$ cat src/hw/fan_cfg_pkg.sv
// Constants, register map and carrier types of the fan drive configuration bank.
// Assumes a 200 MHz core clock and 16-bit holding registers.
package fan_cfg_pkg;

   // Clock and time
   localparam int unsigned CLK_FREQ_HZ    = 200_000_000;
   localparam int unsigned WD_UNIT_S      = 1;
   localparam int unsigned SEC_CYCLES_DEF = CLK_FREQ_HZ * WD_UNIT_S;

   // Holding register indices
   localparam logic [7:0] REG_RESTART     = 8'h00;
   localparam logic [7:0] REG_POLARITY    = 8'h1f;
   localparam logic [7:0] REG_SKIP_START  = 8'h20;
   localparam logic [7:0] REG_SKIP_END    = 8'h21;
   localparam logic [7:0] REG_MODE        = 8'h22;
   localparam logic [7:0] REG_COAST_SPEED = 8'h23;
   localparam logic [7:0] REG_POWER_LIMIT = 8'h24;
   localparam logic [7:0] REG_STATION     = 8'h2d;
   localparam logic [7:0] REG_DOUT_FUNC   = 8'h2e;
   localparam logic [7:0] REG_BIT_RATE    = 8'h2f;
   localparam logic [7:0] REG_FRAMING     = 8'h30;
   localparam logic [7:0] REG_LOOP_REF    = 8'h32;
   localparam logic [7:0] REG_KP          = 8'h33;
   localparam logic [7:0] REG_KI          = 8'h34;
   localparam logic [7:0] REG_KD          = 8'h35;
   localparam logic [7:0] REG_PERIOD      = 8'h36;
   localparam logic [7:0] REG_SPEED_HIGH  = 8'h37;
   localparam logic [7:0] REG_WATCHDOG    = 8'h38;
   localparam logic [7:0] REG_TEMP_SET    = 8'h42;

   // Reset values
   localparam logic [15:0] RST_ZERO       = 16'h0000;
   localparam logic [15:0] RST_SKIP       = 16'h4e20;
   localparam logic [15:0] RST_POWER      = 16'h0546;
   localparam logic [15:0] RST_STATION    = 16'h0001;
   localparam logic [15:0] RST_BIT_RATE   = 16'h00c0;

   // Accepted value limits
   localparam logic [15:0] MAX_POLARITY   = 16'h0001;
   localparam logic [15:0] MAX_MODE       = 16'h000c;
   localparam logic [15:0] MIN_POWER      = 16'h000a;
   localparam logic [15:0] MAX_POWER      = 16'h0546;
   localparam logic [15:0] MIN_STATION    = 16'h0001;
   localparam logic [15:0] MAX_STATION    = 16'h00f7;
   localparam logic [15:0] MAX_DOUT_FUNC  = 16'h0003;
   localparam logic [15:0] BIT_RATE_9K6   = 16'h0060;
   localparam logic [15:0] BIT_RATE_19K2  = 16'h00c0;
   localparam logic [15:0] MAX_FRAMING    = 16'h0002;
   localparam logic [15:0] MAX_LOOP_REF   = 16'h0064;
   localparam logic [15:0] MAX_GAIN       = 16'h7fff;
   localparam logic [15:0] RESTART_CMD    = 16'h0001;

   // Operating modes
   localparam logic [3:0] MODE_BUS_SPEED   = 4'h0;
   localparam logic [3:0] MODE_ANA_SPEED   = 4'h1;
   localparam logic [3:0] MODE_FIX_SPEED   = 4'h2;
   localparam logic [3:0] MODE_FOLLOWER    = 4'h3;
   localparam logic [3:0] MODE_ANA_AIR     = 4'h4;
   localparam logic [3:0] MODE_TMP_AIR     = 4'h5;
   localparam logic [3:0] MODE_FIX_AIR     = 4'h6;
   localparam logic [3:0] MODE_ANA_EMUL    = 4'h7;
   localparam logic [3:0] MODE_TMP_EMUL    = 4'h8;
   localparam logic [3:0] MODE_FIX_EMUL    = 4'h9;
   localparam logic [3:0] MODE_LOOP_ANA    = 4'ha;
   localparam logic [3:0] MODE_LOOP_TMP    = 4'hb;
   localparam logic [3:0] MODE_LOOP_FIX    = 4'hc;

   // Digital output functions
   localparam logic [1:0] DOUT_TACHO  = 2'h0;
   localparam logic [1:0] DOUT_ALARM  = 2'h1;
   localparam logic [1:0] DOUT_THRESH = 2'h2;
   localparam logic [1:0] DOUT_WINDOW = 2'h3;

   typedef enum logic [1:0] {
      ST_RUN   = 2'b00,
      ST_DECEL = 2'b01,
      ST_COAST = 2'b10
   } stop_state_t;

   // Register request from the frame decoder
   typedef struct packed {
      logic        frame_ok;
      logic [7:0]  station;
      logic        wr;
      logic        rd;
      logic [7:0]  index;
      logic [15:0] wdata;
   } reg_req_t;

   // Register answer to the frame encoder
   typedef struct packed {
      logic        ack;
      logic        exc;
      logic [15:0] rdata;
   } reg_rsp_t;

   // Closed-loop controller settings
   typedef struct packed {
      logic        enable;
      logic        invert;
      logic [15:0] reference;
      logic [15:0] kp;
      logic [15:0] ki;
      logic [15:0] kd;
      logic [15:0] period_ms;
   } loop_cfg_t;

   // Serial port settings
   typedef struct packed {
      logic [7:0]  station;
      logic [15:0] bit_rate;
      logic [1:0]  framing;
   } link_cfg_t;

endpackage
$ cat src/hw/fan_cfg_bank.sv
// Configuration holding-register bank of a fan drive, with setpoint selection,
// skip band, coast stop, digital output function and link silence watchdog.
// Assumes a frame decoder on the same clock delivering one request per cycle.
`timescale 1ns/1ps
module fan_cfg_bank #(
   parameter int unsigned SEC_CYCLES = fan_cfg_pkg::SEC_CYCLES_DEF
) (
   // Clock and reset
   input  wire logic                   ref_clk_i,
   input  wire logic                   rstn_i,
   // Register access from frame decoder
   input  wire fan_cfg_pkg::reg_req_t  req_i,
   output fan_cfg_pkg::reg_rsp_t       rsp_o,
   // Drive state
   input  wire logic [15:0]            analog_speed_i,
   input  wire logic [15:0]            fixed_speed_i,
   input  wire logic [15:0]            emul_fixed_i,
   input  wire logic [15:0]            follower_speed_i,
   input  wire logic [15:0]            loop_speed_i,
   input  wire logic [15:0]            analog_ref_i,
   input  wire logic [15:0]            max_speed_i,
   input  wire logic [15:0]            measured_speed_i,
   input  wire logic [15:0]            speed_low_i,
   input  wire logic                   alarm_i,
   input  wire logic                   tacho_pwm_i,
   // Drive commands
   output logic [15:0]                 speed_target_o,
   output logic                        coast_o,
   output logic                        fan_stop_o,
   output logic                        watchdog_alarm_o,
   output logic                        restart_o,
   output logic [15:0]                 power_limit_o,
   output logic [3:0]                  mode_o,
   output fan_cfg_pkg::loop_cfg_t      loop_cfg_o,
   output fan_cfg_pkg::link_cfg_t      link_cfg_o,
   output logic                        digital_out_o
);
   import fan_cfg_pkg::*;

   logic [15:0] polarity_r;
   logic [15:0] skip_start_r;
   logic [15:0] skip_end_r;
   logic [15:0] mode_r;
   logic [15:0] coast_speed_r;
   logic [15:0] power_r;
   logic [15:0] station_r;
   logic [15:0] dout_func_r;
   logic [15:0] bit_rate_r;
   logic [15:0] framing_r;
   logic [15:0] loop_ref_r;
   logic [15:0] kp_r;
   logic [15:0] ki_r;
   logic [15:0] kd_r;
   logic [15:0] period_r;
   logic [15:0] speed_high_r;
   logic [15:0] watchdog_r;
   logic [15:0] temp_set_r;
   logic [7:0]  active_station_r;
   logic [1:0]  active_framing_r;
   logic        boot_done_r;
   logic        for_me;
   logic        wr_ok;
   logic        value_ok;
   logic        mapped;
   logic [15:0] rd_val;
   logic        restart_cmd;

   // Address match against the station latched at start-up
   assign for_me = req_i.frame_ok && (req_i.station == active_station_r);

   // Value checks; out-of-range writes are refused with an exception
   always_comb begin
      mapped   = 1'b1;
      value_ok = 1'b1;
      case (req_i.index)
         REG_RESTART:     value_ok = 1'b1;
         REG_POLARITY:    value_ok = req_i.wdata <= MAX_POLARITY;
         REG_SKIP_START:  value_ok = 1'b1;
         REG_SKIP_END:    value_ok = 1'b1;
         REG_MODE:        value_ok = req_i.wdata <= MAX_MODE;
         REG_COAST_SPEED: value_ok = 1'b1;
         REG_POWER_LIMIT: value_ok = (req_i.wdata >= MIN_POWER) && (req_i.wdata <= MAX_POWER);
         REG_STATION:     value_ok = (req_i.wdata >= MIN_STATION) && (req_i.wdata <= MAX_STATION);
         REG_DOUT_FUNC:   value_ok = req_i.wdata <= MAX_DOUT_FUNC;
         REG_BIT_RATE:    value_ok = (req_i.wdata == BIT_RATE_9K6) || (req_i.wdata == BIT_RATE_19K2);
         REG_FRAMING:     value_ok = req_i.wdata <= MAX_FRAMING;
         REG_LOOP_REF:    value_ok = req_i.wdata <= MAX_LOOP_REF;
         REG_KP:          value_ok = req_i.wdata <= MAX_GAIN;
         REG_KI:          value_ok = req_i.wdata <= MAX_GAIN;
         REG_KD:          value_ok = req_i.wdata <= MAX_GAIN;
         REG_PERIOD:      value_ok = req_i.wdata <= MAX_GAIN;
         REG_SPEED_HIGH:  value_ok = 1'b1;
         REG_WATCHDOG:    value_ok = 1'b1;
         REG_TEMP_SET:    value_ok = 1'b1;
         default: begin
            mapped   = 1'b0;
            value_ok = 1'b0;
         end
      endcase
   end

   assign wr_ok       = for_me && req_i.wr && value_ok;
   assign restart_cmd = wr_ok && (req_i.index == REG_RESTART) && (req_i.wdata == RESTART_CMD);

   // Holding registers
   always_ff @(posedge ref_clk_i or negedge rstn_i) begin
      if (!rstn_i) begin
         polarity_r    <= RST_ZERO;
         skip_start_r  <= RST_SKIP;
         skip_end_r    <= RST_SKIP;
         mode_r        <= RST_ZERO;
         coast_speed_r <= RST_ZERO;
         power_r       <= RST_POWER;
         station_r     <= RST_STATION;
         dout_func_r   <= RST_ZERO;
         bit_rate_r    <= RST_BIT_RATE;
         framing_r     <= RST_ZERO;
         loop_ref_r    <= RST_ZERO;
         kp_r          <= RST_ZERO;
         ki_r          <= RST_ZERO;
         kd_r          <= RST_ZERO;
         period_r      <= RST_ZERO;
         speed_high_r  <= RST_ZERO;
         watchdog_r    <= RST_ZERO;
         temp_set_r    <= RST_ZERO;
      end else if (wr_ok) begin
         case (req_i.index)
            REG_POLARITY:    polarity_r    <= req_i.wdata;
            REG_SKIP_START:  skip_start_r  <= req_i.wdata;
            REG_SKIP_END:    skip_end_r    <= req_i.wdata;
            REG_MODE:        mode_r        <= req_i.wdata;
            REG_COAST_SPEED: coast_speed_r <= req_i.wdata;
            REG_POWER_LIMIT: power_r       <= req_i.wdata;
            REG_STATION:     station_r     <= req_i.wdata;
            REG_DOUT_FUNC:   dout_func_r   <= req_i.wdata;
            REG_BIT_RATE:    bit_rate_r    <= req_i.wdata;
            REG_FRAMING:     framing_r     <= req_i.wdata;
            REG_LOOP_REF:    loop_ref_r    <= req_i.wdata;
            REG_KP:          kp_r          <= req_i.wdata;
            REG_KI:          ki_r          <= req_i.wdata;
            REG_KD:          kd_r          <= req_i.wdata;
            REG_PERIOD:      period_r      <= req_i.wdata;
            REG_SPEED_HIGH:  speed_high_r  <= req_i.wdata;
            REG_WATCHDOG:    watchdog_r    <= req_i.wdata;
            REG_TEMP_SET:    temp_set_r    <= req_i.wdata;
            default:         temp_set_r    <= temp_set_r;
         endcase
      end
   end

   // Address and framing latched once after reset release
   always_ff @(posedge ref_clk_i or negedge rstn_i) begin
      if (!rstn_i) begin
         boot_done_r      <= 1'b0;
         active_station_r <= RST_STATION[7:0];
         active_framing_r <= RST_ZERO[1:0];
      end else if (!boot_done_r) begin
         boot_done_r      <= 1'b1;
         active_station_r <= station_r[7:0];
         active_framing_r <= framing_r[1:0];
      end
   end

   // Read mux; restart register reads 0, temporary setpoint is not readable
   always_comb begin
      case (req_i.index)
         REG_RESTART:     rd_val = RST_ZERO;
         REG_POLARITY:    rd_val = polarity_r;
         REG_SKIP_START:  rd_val = skip_start_r;
         REG_SKIP_END:    rd_val = skip_end_r;
         REG_MODE:        rd_val = mode_r;
         REG_COAST_SPEED: rd_val = coast_speed_r;
         REG_POWER_LIMIT: rd_val = power_r;
         REG_STATION:     rd_val = station_r;
         REG_DOUT_FUNC:   rd_val = dout_func_r;
         REG_BIT_RATE:    rd_val = bit_rate_r;
         REG_FRAMING:     rd_val = framing_r;
         REG_LOOP_REF:    rd_val = loop_ref_r;
         REG_KP:          rd_val = kp_r;
         REG_KI:          rd_val = ki_r;
         REG_KD:          rd_val = kd_r;
         REG_PERIOD:      rd_val = period_r;
         REG_SPEED_HIGH:  rd_val = speed_high_r;
         REG_WATCHDOG:    rd_val = watchdog_r;
         default:         rd_val = RST_ZERO;
      endcase
   end

   // Answer one cycle after the request
   always_ff @(posedge ref_clk_i or negedge rstn_i) begin
      if (!rstn_i) begin
         rsp_o <= '0;
      end else begin
         rsp_o.ack   <= for_me && (req_i.wr || req_i.rd);
         rsp_o.exc   <= for_me && ((req_i.wr && !value_ok) ||
                        (req_i.rd && (!mapped || req_i.index == REG_TEMP_SET)));
         rsp_o.rdata <= (for_me && req_i.rd) ? rd_val : RST_ZERO;
      end
   end

   // Link silence watchdog
   logic [31:0] tick_cnt_r;
   logic [15:0] sec_cnt_r;
   logic        wd_trip_r;
   logic        wd_expire;

   assign wd_expire = (watchdog_r != RST_ZERO) && (sec_cnt_r >= watchdog_r) && !for_me;

   always_ff @(posedge ref_clk_i or negedge rstn_i) begin
      if (!rstn_i) begin
         tick_cnt_r <= '0;
         sec_cnt_r  <= '0;
      end else if (for_me || watchdog_r == RST_ZERO || wd_trip_r) begin
         tick_cnt_r <= '0;
         sec_cnt_r  <= '0;
      end else if (tick_cnt_r == SEC_CYCLES - 1) begin
         tick_cnt_r <= '0;
         sec_cnt_r  <= sec_cnt_r + 16'h0001;
      end else begin
         tick_cnt_r <= tick_cnt_r + 32'h0000_0001;
      end
   end

   // Trip holds until restart; a trip in the restart cycle wins
   always_ff @(posedge ref_clk_i or negedge rstn_i) begin
      if (!rstn_i) begin
         wd_trip_r <= 1'b0;
      end else if (wd_expire) begin
         wd_trip_r <= 1'b1;
      end else if (restart_cmd) begin
         wd_trip_r <= 1'b0;
      end
   end

   // Setpoint selection by operating mode
   logic [15:0] setpoint;
   logic        loop_on;
   logic [15:0] loop_ref;

   always_comb begin
      setpoint = RST_ZERO;
      loop_on  = 1'b0;
      loop_ref = RST_ZERO;
      case (mode_r[3:0])
         MODE_BUS_SPEED: setpoint = temp_set_r;
         MODE_ANA_SPEED: setpoint = analog_speed_i;
         MODE_FIX_SPEED: setpoint = fixed_speed_i;
         MODE_FOLLOWER:  setpoint = follower_speed_i;
         MODE_ANA_AIR:   setpoint = RST_ZERO;
         MODE_TMP_AIR:   setpoint = RST_ZERO;
         MODE_FIX_AIR:   setpoint = RST_ZERO;
         MODE_ANA_EMUL:  setpoint = analog_speed_i;
         MODE_TMP_EMUL:  setpoint = temp_set_r;
         MODE_FIX_EMUL:  setpoint = emul_fixed_i;
         MODE_LOOP_ANA: begin
            loop_on  = 1'b1;
            loop_ref = analog_ref_i;
            setpoint = loop_speed_i;
         end
         MODE_LOOP_TMP: begin
            loop_on  = 1'b1;
            loop_ref = temp_set_r;
            setpoint = loop_speed_i;
         end
         MODE_LOOP_FIX: begin
            loop_on  = 1'b1;
            loop_ref = loop_ref_r;
            setpoint = loop_speed_i;
         end
         default: setpoint = RST_ZERO;
      endcase
   end

   // Skip band: move inner speeds to the nearer edge
   logic [15:0] skipped;

   always_comb begin
      skipped = setpoint;
      if (setpoint > skip_start_r && setpoint < skip_end_r) begin
         if ((setpoint - skip_start_r) < (skip_end_r - setpoint)) begin
            skipped = skip_start_r;
         end else begin
            skipped = skip_end_r;
         end
      end
   end

   // Stop sequence
   stop_state_t state_r;
   stop_state_t state_nxt;
   logic        coast_ok;

   assign coast_ok = (coast_speed_r != RST_ZERO) && (coast_speed_r < max_speed_i);

   always_comb begin
      state_nxt = state_r;
      case (state_r)
         ST_RUN: begin
            if (setpoint == RST_ZERO && coast_ok) begin
               state_nxt = ST_DECEL;
            end
         end
         ST_DECEL: begin
            if (setpoint != RST_ZERO) begin
               state_nxt = ST_RUN;
            end else if (measured_speed_i <= coast_speed_r) begin
               state_nxt = ST_COAST;
            end
         end
         ST_COAST: begin
            if (setpoint != RST_ZERO) begin
               state_nxt = ST_RUN;
            end
         end
         default: state_nxt = ST_RUN;
      endcase
   end

   always_ff @(posedge ref_clk_i or negedge rstn_i) begin
      if (!rstn_i) begin
         state_r <= ST_RUN;
      end else begin
         state_r <= state_nxt;
      end
   end

   // Drive commands
   always_ff @(posedge ref_clk_i or negedge rstn_i) begin
      if (!rstn_i) begin
         speed_target_o   <= RST_ZERO;
         coast_o          <= 1'b0;
         fan_stop_o       <= 1'b0;
         watchdog_alarm_o <= 1'b0;
         restart_o        <= 1'b0;
      end else begin
         fan_stop_o       <= wd_trip_r;
         watchdog_alarm_o <= wd_trip_r;
         restart_o        <= restart_cmd;
         coast_o          <= !wd_trip_r && state_nxt == ST_COAST;
         if (wd_trip_r || state_nxt == ST_COAST) begin
            speed_target_o <= RST_ZERO;
         end else if (state_nxt == ST_DECEL) begin
            speed_target_o <= coast_speed_r;
         end else begin
            speed_target_o <= skipped;
         end
      end
   end

   // Configuration outputs
   always_ff @(posedge ref_clk_i or negedge rstn_i) begin
      if (!rstn_i) begin
         power_limit_o <= RST_POWER;
         mode_o        <= RST_ZERO[3:0];
         loop_cfg_o    <= '0;
         link_cfg_o    <= '0;
      end else begin
         power_limit_o        <= power_r;
         mode_o               <= mode_r[3:0];
         loop_cfg_o.enable    <= loop_on;
         loop_cfg_o.invert    <= polarity_r[0];
         loop_cfg_o.reference <= loop_ref;
         loop_cfg_o.kp        <= kp_r;
         loop_cfg_o.ki        <= ki_r;
         loop_cfg_o.kd        <= kd_r;
         loop_cfg_o.period_ms <= period_r;
         link_cfg_o.station   <= active_station_r;
         link_cfg_o.bit_rate  <= bit_rate_r;
         link_cfg_o.framing   <= active_framing_r;
      end
   end

   // Digital output function
   logic thr_on;

   assign thr_on = speed_high_r != RST_ZERO;

   always_ff @(posedge ref_clk_i or negedge rstn_i) begin
      if (!rstn_i) begin
         digital_out_o <= 1'b0;
      end else begin
         case (dout_func_r[1:0])
            DOUT_TACHO:  digital_out_o <= tacho_pwm_i;
            DOUT_ALARM:  digital_out_o <= alarm_i || wd_trip_r;
            DOUT_THRESH: digital_out_o <= thr_on && (measured_speed_i > speed_high_r);
            DOUT_WINDOW: digital_out_o <= thr_on && (measured_speed_i >= speed_low_i) &&
                                          (measured_speed_i <= speed_high_r);
            default:     digital_out_o <= 1'b0;
         endcase
      end
   end

endmodule // fan_cfg_bank

$ cat config.mk
export PLATFORM = sky130hd
export DESIGN_NAME = fan_cfg_bank
export DESIGN_NICKNAME = d
export VERILOG_FILES = /design/src/hw/fan_cfg_pkg.sv /design/src/hw/fan_cfg_bank.sv
export SDC_FILE = /design/constraint.sdc
export NUM_CORES = 1
export LEC_CHECK = 0
export BUFFER_PORTS_ARGS = -buffer_cell sky130_fd_sc_hd__buf_4
export CAP_MARGIN = 20
export CORE_AREA = 2 2 224 392
export DETAILED_ROUTE_END_ITERATION = 8
export DIE_AREA = 0 0 226 394
export GPL_TIMING_DRIVEN = 0
export SETUP_SLACK_MARGIN = 0.02
export SYNTH_ARGS = -nofsm -noshare
export SYNTH_HDL_FRONTEND = slang
export SYNTH_SLANG_ARGS = --single-unit
$ cat constraint.sdc
create_clock -name ref_clk_i -period 11.6 [get_ports ref_clk_i]
set_input_delay 0.58 -clock ref_clk_i [delete_from_list [all_inputs] [get_ports ref_clk_i]]
set_output_delay 0.58 -clock ref_clk_i [all_outputs]
set_load 0.005 [all_outputs]
==> reports/qor.yml, run 1 <==
status:
  status: "finished with violations"
  violations: "DRC"
route:
  via_per_inst: 5.28
  vias: 20402
  totalWireLength_mm: 109
  dr.pass1.iters: 9
  drtIter0Drc: 1692
  antenna_left: 0
  wl_per_cell_um: 28.1
  drc_errors: 3
cells_and_area:
  area_growth_pct: 23.9
  drive_gt1_share_pct: 26.9
  post_layout_nonfiller_instances: 3865
  fin_nets: 2973
yosys:
  synth_edf_count: 0
  synth_cell_types: 87
  synth_area_per_cell_sq_um: 11.4
  synth_area_sq_mm: 0.0256
  ys_warn_count: 0
  synth_area_leader_cell: "dfrtp_1"
  syn_nets: 2567
  seq_area_frac_synth_pct: 50.5
  synthTopCellsByCount: "dfrtp_1, mux2_2, inv_1, ha_1, nor2_1"
  yosys-top-cells-area: "dfrtp_1, mux2_2, ha_1, dfstp_2, inv_1"
  synth-seq-cells: 516
  synth.most_common_cell: "dfrtp_1"
  synth_ff_type: "dfrtp_1"
  syn-instance-count: 2254
  async_reset_ff_share_pct: 100
  synth_top_cell_area_share_pct: 48.1
clocking:
  ctsResizeCount: 0
  cts.path.max_buffers: 3
  htreeDepth: 2
  cts_tree: "built"
  insertion_delay_ps: 690
  holdBufCountCts: 1
  cts.clk_slew.worst_paths_ps: 60
  clock-sinks: 516
  root_buffer: "clkbuf_16"
  cts_setup_buffers: 0
  cts_made_buffers: 51
timing:
  finClkSkew_ps: 81.4
  period_share_pct: 69.4
  worstMarginPinSlew_ps: 1250
  rsz0062_at_grt: "false"
  max_freq_ghz: 0.124
  fin_crit_ps: 8050
  slew_viol_final: 0
  fin_setup_tns_ps: 0
  setup_viol_count_final: 0
  hold_viol: 0
  slew_headroom_pct: 16.8
power:
  intPower_w: 0.00296
  peakVddDrop_mv: 0.122
  clkPwrFrac_pct: 46.6
  p_sw_share_pct: 25.0
  p_comb_share_pct: 7.6
  p_switching_w: 0.000986
  p_seq_share_pct: 45.8
  power.static_leakage_nw: 15.2
  p_per_area_mw_per_mm2: 124
critical_path:
  r2r_start: "mode_r[0]"
  cp_data_arrival_time_ps: 8600
  cp_common_cell: "a21oi_1"
  cpLargestDelayFamily: "compound AO/OA/AOI/OAI gates"
  cp_max_fo: 10
  cp_num_buf_inv: 5
  cp_slowest_cell: "a221oi_1"
  critPathRequiredTime_ps: 12150
  crit_start: "mode_r[0]"
  cpPeakStageDelay_ps: 860
  cp-end-kind: "register"
  crit_type: "reg -> reg"
  setup.worst_path.start_class: "register"
global_route:
  grt_usage_pct: 24.2
  grt_pass1_wl_mm: 153
  grt_pass1_vias: 21295
  gr-total-overflow: 0
  grt_start_max_net_pins: 112
  antenna_found_initial: 11
job:
  drv_cap: 0
min_path:
  hp-start: "analog_ref_i[5]"
  hold_path_class: "in -> reg"
floorplanning:
  start_util_pct: 29.8
  die_h_um: 394
  ios: 350
  die_w_um: 226
  dieArea_sq_mm: 0.0890
  rows: 143
  core_sq_mm: 0.0861
placement:
  dp.cells: 3765
  gp_congestion: 0.987
  hpwl_mm: 85.0
  port_buffers: 339
-- state kept, by name, summed over array words and instances, names as in the netlist, 18 cells and up --
name and flops:
tick_cnt_r 32, rsp_o 18, loop_cfg_o 82, link_cfg_o 26
-- metrics by stage --
step | worst slack [ps] | hold slack, ps | power, W | utilization [%] | area (sq um)
2_1_floorplan | 5610 | 284 | 0.00196 | - | 25600
3_3_place_gp | 3030 | 360 | 0.00213 | 34.4 | 29600
3_5_place_dp | 3750 | 367 | 0.00214 | 34.7 | 29900
4_1_cts | 3640 | 107 | 0.00399 | 36.8 | 31700
5_1_grt | 3090 | 130 | 0.00408 | 36.9 | 31700
6_report | 3550 | 131 | 0.00395 | 36.9 | 31700
-- power by group through the flow --
stage / registers [W] / logic (W) / clock network [W]
6_report: 0.00181 / 0.000301 / 0.00184
5_1_grt: 0.00181 / 0.000326 / 0.00195
4_1_cts: 0.00181 / 0.000302 / 0.00188
3_5_place_dp: 0.00184 / 0.000301 / 0
3_3_place_gp: 0.00184 / 0.000288 / 0
2_1_floorplan: 0.00184 / 0.000121 / 0
-- placed cells by master, fill, tap and decap left out, types with 50 or more instances in the layout --
master     count
dfrtp_1      492
nand2_1       90
ha_1         128
nand3_1       51
nor2_1       109
mux2_2       187
mux2i_1       50
a21oi_1       70
buf_4        346
inv_1        145
clkbuf_1      94
and2_1        62
clkbuf_16     51
nor2b_1       61
o21ai_0       82
-- metal layers --
metal,vias to the layer above,wire [um],share of wire (%),GRT usage (%)
met4,12,10000,9.2,18.9
met5,-,70,0.064,0
met3,319,7090,6.5,5.19
li1,8964,-,-,-
met1,10190,39000,36,26.2
met2,917,52400,48,40.8
-- cell type report --
cell class	instances	area [sq um]
fill	8593	54300
sequential	516	12900
multi-input combinational	1472	11500
timing repair buffer	353	2810
tap	1160	1450
clock buffer	68	1400
buffer	121	587
inverter	145	544
clock inverter	27	437
antenna	3	7.51
-- final timing paths --
path	endpoint	slack (ps)	cells after the start
worst max-delay path	speed_target_o[12]	3550	26
worst min-delay path	loop_cfg_o[69]	130	3
worst max register to register	speed_target_o[12]	3550	26
worst min register to register	power_limit_o[1]	380	0
max in group asynchronous	speed_target_o[11]	9770	4
min in group asynchronous	link_cfg_o[21]	420	2
-- tightest hold or removal path: cells and delay by family --
kind,cells,cell delay [ps]
AOI/OAI and AO/OA,1,70
buffers and inverters,2,130
-- logic make-up (layout without fill, tap and decap cells) --
| logic type | Yosys count | after routing | synth area share [%] |
|---|---|---|---|
| AND/OR/NAND/NOR | 576 | 576 | 12.5 |
| flip-flops | 516 | 516 | 50.5 |
| AO/OA/AOI/OAI | 423 | 423 | 11.7 |
| buffers and inverters | 266 | 714 | 4.42 |
| multiplexers | 265 | 265 | 11.8 |
| adder cells (fa/ha/maj) | 130 | 130 | 6.41 |
| XOR/XNOR | 77 | 77 | 2.63 |
| other | 1 | 4 | 0.0146 |
Power figures use the tool's default switching activity.
==> inputs of run 2 (changes only) <==
ABC_AREA = 1   (was not set)
CORE_AREA = 2 2 231 404   (was 2 2 224 392)
DIE_AREA = 0 0 233 406   (was 0 0 226 394)
clock period = 6.7 ns   (was 11.6 ns; I/O delays follow)
==> reports/qor.yml, run 2 <==
placement:
  hpwl_mm: 100
  port_buffers: 343
  gp_congestion: 1.02
  dp.cells: 4892
floorplanning:
  die_w_um: 233
  die_h_um: 406
  start_util_pct: 29.7
  core_sq_mm: 0.0914
  rows: 147
  ios: 350
  dieArea_sq_mm: 0.0946
yosys:
  seq_area_frac_synth_pct: 47.6
  synth_area_per_cell_sq_um: 8.13
  syn-instance-count: 3342
  synth_area_sq_mm: 0.0272
  synth.most_common_cell: "nand2_1"
  synth_top_family_by_area: "simple AND/OR/NAND/NOR gates"
  ys_warn_count: 0
  synth_top_cell_area_share_pct: 45.3
  synthMuxAreaShare_pct: 0.0829
  synth_edf_count: 0
  synth_cell_types: 56
  synth_xor_area_share_pct: 1.45
  synth_area_leader_cell: "dfrtp_1"
  async_reset_ff_share_pct: 100
  synthTopCellsByCount: "nand2_1, dfrtp_1, inv_1, nand4_1, nor2_1"
  synth_adder_area_share_pct: 6.04
  synth-seq-cells: 516
  synthSimpleGateAreaFrac_pct: 28.4
  synth_compound_area_share_pct: 7.59
  synth_ff_type: "dfrtp_1"
  yosys-top-cells-area: "dfrtp_1, nand2_1, ha_1, inv_1, nand4_1"
  syn_nets: 3655
clocking:
  cts_tree: "built"
  clock-sinks: 516
  cts.clk_slew.worst_paths_ps: 60
  insertion_delay_ps: 660
  cts_made_buffers: 53
  htreeDepth: 2
  cts.path.max_buffers: 3
  root_buffer: "clkbuf_16"
cells_and_area:
  area_growth_pct: 23.7
  final_cell_mix: "nand2_1, dfrtp_1, inv_1, buf_4, nand4_1"
  reg_top3: "loop_cfg_o (82), tick_cnt_r (32), link_cfg_o (26)"
  post_layout_nonfiller_instances: 5021
  seqCellArea_sq_mm: 0.0129
  drive_gt1_share_pct: 16.2
  multi_input_area_sq_mm: 0.0119
  fin_util_pct: 36.8
  top_register: "loop_cfg_o"
  final_common_cell: "nand2_1"
  n_fill_cell: 9643
  largest_reg_flops: 82
  fin_nets: 4090
timing:
  rsz0062_at_grt: "false"
  max_freq_ghz: 0.157
  slew_viol_final: 0
  whs_ps: 29.3
  finClkSkew_ps: 39.5
  hold_viol: 0
  setup_viol_count_final: 0
  worstMarginPinSlew_ps: 1120
  period_share_pct: 95.0
  slew_headroom_pct: 25.3
  fin_crit_ps: 6360
power:
  power.static_leakage_nw: 17.7
  p_per_area_mw_per_mm2: 199
  peakVddDrop_mv: 0.153
global_route:
  grt_pass1_vias: 25738
  grt_start_max_net_pins: 114
  antenna_found_initial: 12
  grt_pass1_wl_mm: 179
  gr-total-overflow: 0
  grt_usage_pct: 26.5
route:
  dr.pass1.iters: 6
  antenna_left: 0
  vias: 25973
  totalWireLength_mm: 127
  drtIter0Drc: 2165
  drc_errors: 0
  wl_per_cell_um: 25.3
  via_per_inst: 5.17
critical_path:
  crit_type: "reg -> reg"
  cp_max_fo: 10
  critPathRequiredTime_ps: 7220
  cp_common_cell: "nand2_1"
  cpPeakStageDelay_ps: 480
  cp_data_arrival_time_ps: 6880
  setup.worst_path.start_class: "register"
  cp_slowest_cell: "dfrtp_1"
  cp-end-kind: "register"
min_path:
  hold_path_class: "in -> reg"
job:
  drv_cap: 0
status:
  status: "complete, no violations"
[run 2: cell count changes after synthesis, sizes merged, moves of 47 or more]
cell   before   now
nand4      42   236
nand2      90  1011
nor2      109   226
nand3      51   184
buf        37    84
inv       145   416
mux2      213     2
nor2b      61     0
mux2i      50     0
and2       62     0
a21oi      70   119
[run 2: critical path: cells and delay by family, from the launching register on]
| family | cells | cell delay [ps] |
|---|---|---|
| and+or+nand+nor | 15 | 2270 |
| AOI/OAI and AO/OA | 8 | 2050 |
| adders and majority gates | 2 | 770 |
| buffers and inverters | 3 | 660 |
| DFF | 1 | 480 |
[run 2: power breakdown]
group / leakage, nW / switching (W) / total (W) / internal, W
Clock: 0.892 / 0.00140 / 0.00320 / 0.00180
Sequential: 7.11 / 0.000000302 / 0.00312 / 0.00312
Combinational: 9.69 / 0.000226 / 0.000357 / 0.000131
[run 2: final timing paths]
check                                          from           endpoint  slack, ps  cells after the start
worst max-delay path                      mode_r[1]  speed_target_o[3]        340                     28
worst min-delay path                analog_ref_i[9]     loop_cfg_o[73]         30                      3
worst max register to register            mode_r[1]  speed_target_o[3]        340                     28
worst min register to register  active_framing_r[0]      link_cfg_o[0]        380                      0
max in group asynchronous                    rstn_i     loop_cfg_o[12]       4230                      6
min in group asynchronous                    rstn_i     link_cfg_o[22]        260                      2
[run 2: cell families (layout without fill, tap and decap cells)]
logic type	count (synthesis)	count (layout)
AO/OA/AOI/OAI	339	339
XOR/XNOR	45	45
adder cells (fa/ha/maj)	130	130
buffers and inverters	572	1051
flip-flops	516	516
multiplexers	2	2
other	1	9
AND/OR/NAND/NOR	1737	1737
[run 2: routing by layer]
layer  vias to the layer above  track usage (%)  wire length [um]
li1                      11869                -                 -
met1                     12350             27.6             43800
met2                      1294             45.7             61700
met3                       454             5.07              8400
met4                         6             22.7             13000
met5                         -                0                42
[run 2: final cells by class]
type | instances | area share (%)
Clock buffer | 68 | 4.42
Multi-Input combinational cell | 2254 | 35.3
Inverter | 421 | 4.70
Clock inverter | 31 | 1.04
Buffer | 151 | 2.36
Tap cell | 1192 | 4.44
Sequential cell | 516 | 38.5
Timing Repair Buffer | 380 | 9.19
Antenna cell | 8 | 0.0596
[run 2: metrics by stage]
stage | worst slack, ps | setup TNS (ps) | instance area, sq um | power, W
3_5_place_dp | 91.2 | 0 | 31500 | 0.00352
6_report | 338 | 0 | 33600 | 0.00668
3_3_place_gp | -564 | -222310 | 31200 | 0.00350
2_1_floorplan | 2420 | 0 | 27200 | 0.00327
5_1_grt | 44.8 | 0 | 33600 | 0.00686
4_1_cts | 62.8 | 0 | 33500 | 0.00672
[run 2: what timing repair did]
item,CTS,global route
gates resized for setup,0,3
hold buffers,19,0
setup endpoints to repair,0,16
endpoints found under the hold margin,95,0
buffers inserted,0,0
